## src/include/cuto_map.svh

```systemverilog
// constants of the card-link timeout counter group
// assumes one ETU tick per elementary time unit, made outside
`ifndef CUTO_MAP_SVH
`define CUTO_MAP_SVH

// configuration codes
`define CUTO_CODE_STOP   8'h00
`define CUTO_CODE_05     8'h05
`define CUTO_CODE_07     8'h07
`define CUTO_CODE_61     8'h61
`define CUTO_CODE_65     8'h65
`define CUTO_CODE_71     8'h71
`define CUTO_CODE_73     8'h73
`define CUTO_CODE_75     8'h75
`define CUTO_CODE_77     8'h77
`define CUTO_CODE_7C     8'h7c
`define CUTO_CODE_F3     8'hf3
`define CUTO_CODE_F7     8'hf7

// reset values
`define CUTO_CODE_RST    8'h00
`define CUTO_BYTE_ZERO   8'h00
`define CUTO_WIDE_ZERO   24'h000000

// halt window after the first start bit, in ETUs
`define CUTO_HALT_ETUS   4'hc
`define CUTO_HALT_LAST   4'hb

`endif

```

## src/include/cuto_pkg.sv

```systemverilog
// types of the card-link timeout counter group
// assumes cuto_map.svh holds the numeric constants
package cuto_pkg;

	typedef logic [7:0] cuto_byte_t;

	// how the three bytes are wired
	typedef enum logic [2:0] {
		CUTO_L_SEP   = 3'h1,
		CUTO_L_PAIR  = 3'h2,
		CUTO_L_CHAIN = 3'h4
	} cuto_layout_e;

	// twelve-ETU halt window sequencing
	typedef enum logic [3:0] {
		CUTO_H_IDLE  = 4'h1,
		CUTO_H_ARMED = 4'h2,
		CUTO_H_COUNT = 4'h4,
		CUTO_H_DONE  = 4'h8
	} cuto_halt_e;

endpackage : cuto_pkg

```

## src/hw/cuto_timeout.sv

```systemverilog
// timeout counter group of a contact card UART
// assumes etu_tick, start_bit and config_wr are one-cycle pulses on mclk
//
// How it works
// - pair reload rewritten mid-count takes effect only at next start bit (71h/75h) or next write (61h/65h).
// - code 73h runs independent bytes with counter 1 held stopped.
// - 73h/77h counter 2 loads on each start bit, flags at end.
// - counter 2 reload rewritten mid-count waits for next start bit.
// - 73h/77h counter 3 loads on the write itself, flags at end.
// - 75h/77h counter 1 auto-reloads from first start bit, flags each time.
// - code 75h pair 3:2 retriggers on start bits, flags counter 3.
// - code 77h runs auto, retriggered and immediate bytes together.
// - code 7Ch chains 3:2:1 into 24 bits, retriggered by start bits.
// - chain reload rewritten mid-count waits for next start bit.
// - code 00h stops every counter.
// - code F3h is 73h but bytes halt 12 ETUs after first start bit.
// - code F7h is 77h but bytes halt 12 ETUs after first start bit.
// - code 61h stops counter 1 and starts pair 3:2 on the write.
// - code 65h auto-reloads counter 1, pair 3:2 starts on the write.
// - code 05h stops pair 3:2, counter 1 keeps auto-reloading.
// - code 71h stops counter 1, pair 3:2 retriggered by start bits.
`timescale 1ns/10ps

`include "cuto_map.svh"

module cuto_timeout
	import cuto_pkg::*;
(
	input  wire logic       mclk,
	input  wire logic       resetn,
	input  wire logic       etu_tick,
	input  wire logic       start_bit,
	input  wire logic       config_wr,
	input  wire logic [7:0] config_data,
	input  wire logic [7:0] timeout_reload_byte1,
	input  wire logic [7:0] timeout_reload_byte2,
	input  wire logic [7:0] timeout_reload_byte3,
	input  wire logic [2:0] expired_flag_clear,
	output logic      [7:0] timeout_config_code,
	output logic            counter1_expired_flag,
	output logic            counter2_expired_flag,
	output logic            counter3_expired_flag,
	output logic            timeout_irq,
	output logic      [2:0] byte_running,
	output logic            wide_running
);

	// decoded view of a code being written
	logic         d_c1_auto;
	logic         d_keep1;
	logic         d_c2_sb;
	logic         d_c3_imm;
	logic         d_wide_imm;
	logic         d_wide_sb;
	logic         d_halt;
	cuto_layout_e d_layout;
	// mode state
	logic         c1_auto;
	logic         c1_started;
	logic         c2_sb;
	logic         wide_sb;
	cuto_layout_e layout;
	cuto_layout_e cur_layout;
	cuto_halt_e   h_st;
	logic [3:0]   h_cnt;
	logic         halted;
	logic         halt_fire;
	// byte counters
	cuto_byte_t   cnt [3];
	logic         run_q [3];
	cuto_byte_t   rel [3];
	logic [2:0]   ld;
	logic [2:0]   stop;
	logic [2:0]   tc;
	logic [2:0]   auto_rl;
	logic [2:0]   set_flag;
	// chained counter
	logic [23:0]  wide_cnt;
	logic [23:0]  wide_rel;
	logic         wide_ld;
	logic         wide_stop;
	logic         wide_tc;

	// unknown codes decode as a full stop
	assign d_keep1    = config_data inside {`CUTO_CODE_05,
		`CUTO_CODE_07};
	assign d_c1_auto  = config_data inside {`CUTO_CODE_65, `CUTO_CODE_75,
		`CUTO_CODE_77, `CUTO_CODE_F7};
	assign d_c2_sb    = config_data inside {`CUTO_CODE_73, `CUTO_CODE_77,
		`CUTO_CODE_F3, `CUTO_CODE_F7};
	assign d_c3_imm   = d_c2_sb;
	assign d_wide_imm = config_data inside {`CUTO_CODE_61,
		`CUTO_CODE_65};
	assign d_wide_sb  = config_data inside {`CUTO_CODE_71, `CUTO_CODE_75,
		`CUTO_CODE_7C};
	assign d_halt     = config_data inside {`CUTO_CODE_F3,
		`CUTO_CODE_F7};

	always_comb begin
		d_layout = CUTO_L_SEP;
		if (config_data == `CUTO_CODE_7C) begin
			d_layout = CUTO_L_CHAIN;
		end else if (config_data inside {`CUTO_CODE_05, `CUTO_CODE_61,
			`CUTO_CODE_65, `CUTO_CODE_71, `CUTO_CODE_75}) begin
			d_layout = CUTO_L_PAIR;
		end
	end

	always_ff @(posedge mclk or negedge resetn) begin
		if (!resetn) begin
			timeout_config_code <= `CUTO_CODE_RST;
			layout              <= CUTO_L_SEP;
			c2_sb               <= 1'b0;
			wide_sb             <= 1'b0;
		end else if (config_wr) begin
			timeout_config_code <= config_data;
			layout              <= d_layout;
			c2_sb               <= d_c2_sb;
			wide_sb             <= d_wide_sb;
		end
	end

	// counter 1 keeps its mode across 05h and 07h
	always_ff @(posedge mclk or negedge resetn) begin
		if (!resetn) begin
			c1_auto    <= 1'b0;
			c1_started <= 1'b0;
		end else if (config_wr) begin
			if (!d_keep1) begin
				c1_auto    <= d_c1_auto;
				c1_started <= 1'b0;
			end
		end else if (ld[0]) begin
			c1_started <= 1'b1;
		end
	end

	// twelve-ETU halt window
	assign halted    = (h_st == CUTO_H_DONE);
	assign halt_fire = (h_st == CUTO_H_COUNT) && etu_tick && !config_wr &&
		(h_cnt == `CUTO_HALT_LAST);

	always_ff @(posedge mclk or negedge resetn) begin
		if (!resetn) begin
			h_st  <= CUTO_H_IDLE;
			h_cnt <= 4'h0;
		end else if (config_wr) begin
			h_st  <= d_halt ? CUTO_H_ARMED : CUTO_H_IDLE;
			h_cnt <= 4'h0;
		end else begin
			unique case (h_st)
				CUTO_H_IDLE: begin
					h_cnt <= 4'h0;
				end
				CUTO_H_ARMED: begin
					if (start_bit) begin
						h_st  <= CUTO_H_COUNT;
						h_cnt <= 4'h0;
					end
				end
				CUTO_H_COUNT: begin
					if (halt_fire) begin
						h_st <= CUTO_H_DONE;
					end else if (etu_tick) begin
						h_cnt <= h_cnt + 4'h1;
					end
				end
				CUTO_H_DONE: begin
					h_cnt <= `CUTO_HALT_ETUS;
				end
			endcase
		end
	end

	assign rel[0] = timeout_reload_byte1;
	assign rel[1] = timeout_reload_byte2;
	assign rel[2] = timeout_reload_byte3;
	// reloads are sampled only at a load or a counter 1 auto-reload, so rewrites never touch a count
	// a start bit on the halting tick must not restart a byte
	assign ld[0] = c1_auto && !c1_started && start_bit && !config_wr &&
		!halted && !halt_fire;
	assign ld[1] = c2_sb && start_bit && !config_wr && !halted &&
		!halt_fire;
	assign ld[2] = config_wr && d_c3_imm;
	assign stop[0] = (config_wr && !d_keep1) || halt_fire;
	assign stop[1] = config_wr || halt_fire;
	assign stop[2] = (config_wr && !d_c3_imm) || halt_fire;
	assign auto_rl = {1'b0, 1'b0, c1_auto};

	genvar gi;
	generate
		for (gi = 0; gi < 3; gi++) begin : g_byte
			assign tc[gi] = run_q[gi] && etu_tick &&
				(cnt[gi] <= 8'h01);
			assign byte_running[gi] = run_q[gi];
			always_ff @(posedge mclk or negedge resetn) begin
				if (!resetn) begin
					cnt[gi]   <= `CUTO_BYTE_ZERO;
					run_q[gi] <= 1'b0;
				end else if (stop[gi]) begin
					run_q[gi] <= 1'b0;
				end else if (ld[gi]) begin
					cnt[gi]   <= rel[gi];
					run_q[gi] <= 1'b1;
				end else if (tc[gi]) begin
					if (auto_rl[gi]) begin
						cnt[gi] <= rel[gi];
					end else begin
						cnt[gi]   <= `CUTO_BYTE_ZERO;
						run_q[gi] <= 1'b0;
					end
				end else if (run_q[gi] && etu_tick) begin
					cnt[gi] <= cnt[gi] - 8'h01;
				end
			end
		end
	endgenerate

	// chained counter, counter 3 the high byte
	assign cur_layout = config_wr ? d_layout : layout;

	always_comb begin
		wide_rel = `CUTO_WIDE_ZERO;
		if (cur_layout == CUTO_L_CHAIN) begin
			wide_rel = {timeout_reload_byte3, timeout_reload_byte2,
				timeout_reload_byte1};
		end else if (cur_layout == CUTO_L_PAIR) begin
			wide_rel = {8'h00, timeout_reload_byte3,
				timeout_reload_byte2};
		end
	end

	assign wide_ld   = (config_wr && d_wide_imm) ||
		(wide_sb && start_bit && !config_wr);
	assign wide_stop = config_wr && !d_wide_imm;
	assign wide_tc   = wide_running && etu_tick &&
		(wide_cnt <= 24'h000001);

	always_ff @(posedge mclk or negedge resetn) begin
		if (!resetn) begin
			wide_cnt     <= `CUTO_WIDE_ZERO;
			wide_running <= 1'b0;
		end else if (wide_stop) begin
			wide_running <= 1'b0;
		end else if (wide_ld) begin
			wide_cnt     <= wide_rel;
			wide_running <= 1'b1;
		end else if (wide_tc) begin
			wide_cnt     <= `CUTO_WIDE_ZERO;
			wide_running <= 1'b0;
		end else if (wide_running && etu_tick) begin
			wide_cnt <= wide_cnt - 24'h000001;
		end
	end

	// sticky flags, a set beats a clear in the same cycle
	assign set_flag = {tc[2] || wide_tc, tc[1], tc[0]};

	always_ff @(posedge mclk or negedge resetn) begin
		if (!resetn) begin
			counter1_expired_flag <= 1'b0;
			counter2_expired_flag <= 1'b0;
			counter3_expired_flag <= 1'b0;
			timeout_irq           <= 1'b0;
		end else begin
			counter1_expired_flag <= set_flag[0] ||
				(counter1_expired_flag && !expired_flag_clear[0]);
			counter2_expired_flag <= set_flag[1] ||
				(counter2_expired_flag && !expired_flag_clear[1]);
			counter3_expired_flag <= set_flag[2] ||
				(counter3_expired_flag && !expired_flag_clear[2]);
			timeout_irq           <= |set_flag;
		end
	end
endmodule : cuto_timeout

```

## config.mk

```make
export PLATFORM = sky130hd
export DESIGN_NAME = cuto_timeout
export DESIGN_NICKNAME = d
export VERILOG_FILES = /design/src/include/cuto_pkg.sv /design/src/hw/cuto_timeout.sv
export VERILOG_INCLUDE_DIRS = /design/src /design/src/include
export SDC_FILE = /design/constraint.sdc
export NUM_CORES = 1
export LEC_CHECK = 0
export BUFFER_PORTS_ARGS = -buffer_cell sky130_fd_sc_hd__buf_2
export CAP_MARGIN = 20
export CORE_ASPECT_RATIO = 1.2
export CORE_MARGIN = 5
export CORE_UTILIZATION = 63
export DETAILED_ROUTE_END_ITERATION = 6
export GPL_ROUTABILITY_DRIVEN = 0
export PLACE_DENSITY = 0.92
export RECOVER_POWER = 100
export SLEW_MARGIN = 10
export SYNTH_ARGS = -nofsm -noshare
export SYNTH_HDL_FRONTEND = slang
export SYNTH_SLANG_ARGS = --single-unit
```

## constraint.sdc

```tcl
create_clock -name mclk -period 4.3 [get_ports mclk]
set_input_delay 0.43 -clock mclk [delete_from_list [all_inputs] [get_ports mclk]]
set_output_delay 0.43 -clock mclk [all_outputs]
set_load 0.05 [all_outputs]
```

==> impl_metrics.json <==
{
  "outcome": "finished with violations",
  "violations": "max-capacitance violations, max-slew violations",
  "p_seq_frac": 0.493,
  "grt_setup_unrepaired": "false",
  "path_clk_slew_ps": 90,
  "hold_viol": 0,
  "grt_max_degree": 80,
  "antennaDiodeCount": 0,
  "async_flop_share": 1.000,
  "max_freq_mhz": 310.8,
  "cellPowerDensity_nw_per_um2": 361.1,
  "drt_iter0_drc": 461,
  "drive_above_1_share": 0.1481,
  "critPathLaunchType": "input pin",
  "core-area_sq_um": 7317,
  "tns_ps": 0,
  "pwr-share-clk": 0.261,
  "syn_nets": 575,
  "port-buffer-count": 55,
  "period_needed_ps": 3218,
  "pre_cts_slack_ps": 1480,
  "overflow": 0,
  "insertion_delay_ps": 360,
  "ir_drop_v": 0.0002588,
  "dieHeight_um": 105.4,
  "pwr-share-comb": 0.247,
  "drtAntennaViolNets": 0,
  "crit_fanout": 29,
  "numCtsBuffers": 9,
  "hold_start": "expired_flag_clear[2]",
  "pin_count": 56,
  "required_ps": 4590,
  "netSwitchingPower_uw": 664.9,
  "htreeDepth": 3,
  "clock_skew_ps": 10.55,
  "cts_root_buffer": "clkbuf_8",
  "layout_common_cells": "dfrtp_1, nand2_1, nor2_1, o21ai_0, a21oi_1",
  "drc": 0,
  "final_max_slew_viol_count": 66,
  "num_rows": 34,
  "max-cap-violations": 1,
  "dieArea_sq_um": 9436,
  "worst_pin_slew_ps": 1610,
  "crit_start": "config_wr",
  "synth_flop_cell": "dfrtp_1",
  "routed_via_density": 6.807,
  "routedWlPerCell_um": 19.40,
  "relSlewSlack": -0.07332,
  "end_kind": "register",
  "antenna_found_initial": 0,
  "swShare": 0.3540,
  "synth_edf_count": 0,
  "final-setup-viol-count": 0,
  "dp_hpwl_um": 9083,
  "layout.nets": 618,
  "first_global_vias": 4474,
  "layout_setup_ws_ps": 1082,
  "yosysWarnings": 0,
  "critical_path_class": "in2reg",
  "final_common_cell": "dfrtp_1",
  "avgSynthCellArea_sq_um": 9.087,
  "clock_tree.buffer_depth": 2,
  "dr_total_vias": 4520,
  "ys_seq_area_frac": 0.4141,
  "start_util": 0.6532,
  "cell_internal_pwr_uw": 1213,
  "synth_cell_types": 80,
  "rr_startpoint": "wide_cnt[12]",
  "ys_ff_latch": 79,
  "period_share": 0.7484,
  "first_pass_iters": 5,
  "clock_sinks": 79,
  "grt_pass1_wl_um": 20960,
  "synth_area_sq_um": 4780,
  "hold_class": "in2reg",
  "area_growth_pct": 8.822,
  "grtUsageTotal": 0.2800,
  "leakagePower_uw": 0.002200,
  "totalWireLength_um": 12880,
  "cts_tree": "built",
  "cts_resized": 0,
  "die_width_um": 89.51,
  "netlist_instances": 526,
  "timing.hold.ws_ps": 240.7,
  "arrival_ps": 3510
}
==> final timing paths <==
kind	end	slack, ps	cells after the start
hold reg to reg	c1_started	480	1
hold / removal	counter3_expired_flag	240	2
setup / recovery	wide_cnt[23]	1080	6
min in group asynchronous	cnt[4]	670	2
max in group asynchronous	wide_cnt[13]	1570	3
setup reg to reg	wide_cnt[23]	1430	6
==> metrics by stage <==
step,utilization,total power [uW],instances,area (sq um)
after floorplan,-,1248,526,4780
after global placement,0.6891,1357,645,5042
after detailed placement,0.6891,1390,645,5042
after CTS,0.7117,1872,661,5207
after global routing,0.7108,1981,664,5201
final,0.7108,1878,664,5201
==> power by group through the flow <==
stage | Combinational [uW] | Clock (uW) | Sequential (uW)
finish | 463 | 490 | 926
global route | 514 | 530 | 937
CTS | 461 | 490 | 921
detailed placement | 456 | 0 | 934
global placement | 430 | 0 | 928
floorplan | 305 | 0 | 943
==> worst max-delay path: stages <==
cell      delay [ps]
clkbuf_1         930
inv_1            460
a32oi_1          470
o21ai_2          370
nor4_1           590
a221o_1          240
==> routing by layer <==
metal	track usage	up-vias	part of all wire
met3	0.05855	44	0.075
met2	0.4584	217	0.50
met1	0.3520	2194	0.39
met5	0	-	0
met4	0.1223	0	0.033
li1	-	2065	-
==> cell families (layout without fill, tap and decap cells) <==
family	count (synthesis)	count (layout)	synth area share
simple gates	193	193	0.2207
buf+inv	46	94	0.04529
xor+xnor	7	7	0.01283
compound gates	182	182	0.2602
fa+ha+maj	9	9	0.02356
mux	10	10	0.02330
flops	79	79	0.4141
==> sequential cells by signal (all words and copies together), names as in the netlist <==
signal / cells
cnt: 24
wide_cnt: 24
timeout_config_code: 8
h_cnt: 4
h_st: 4
byte_running: 3
layout: 3
c1_auto: 1
c1_started: 1
c2_sb: 1
counter1_expired_flag: 1
counter2_expired_flag: 1
counter3_expired_flag: 1
timeout_irq: 1
wide_running: 1
wide_sb: 1
==> synthesized netlist by cell type, drive strengths merged, types with 3 or more instances <==
cell type  number  area share
dfrtp          77        0.40
nand2          53       0.043
nor2           50       0.041
o21ai          50       0.053
a21oi          41       0.043
inv            19       0.015
nor3           18       0.020
nor4           16       0.029
buf            15       0.021
nand3          13       0.014
clkbuf         12      0.0094
a221oi          9       0.018
a22o            9       0.016
ha              9       0.024
mux2            9       0.021
o31ai           9       0.014
o22a            8       0.015
a31oi           7      0.0092
nand2b          6      0.0079
a21o            5      0.0079
a221o           5       0.010
a22oi           5      0.0079
a32oi           5      0.0092
and3            5      0.0065
nor2b           4      0.0052
nor4b           4       0.014
o21a            4      0.0063
xnor2           4      0.0073
and4b           3      0.0065
nor3b           3      0.0047
o41ai           3      0.0071
or4             3      0.0058
xor2            3      0.0055
==> final cells by class <==
class | count | area, sq um
timing repair buffer | 59 | 281.5
tap | 90 | 112.6
fill | 558 | 2116
multi-input combinational | 401 | 2591
inverter | 19 | 71.32
clock buffer | 10 | 127.6
sequential | 79 | 1979
clock inverter | 6 | 37.54
==> what timing repair did <==
| item | 4_1_cts | 5_1_grt |
|---|---|---|
| endpoints found under the hold margin | 0 | 14 |
| hold buffers | 0 | 1 |
| setup buffers | 0 | 0 |
(Power assumes the default switching activity.)
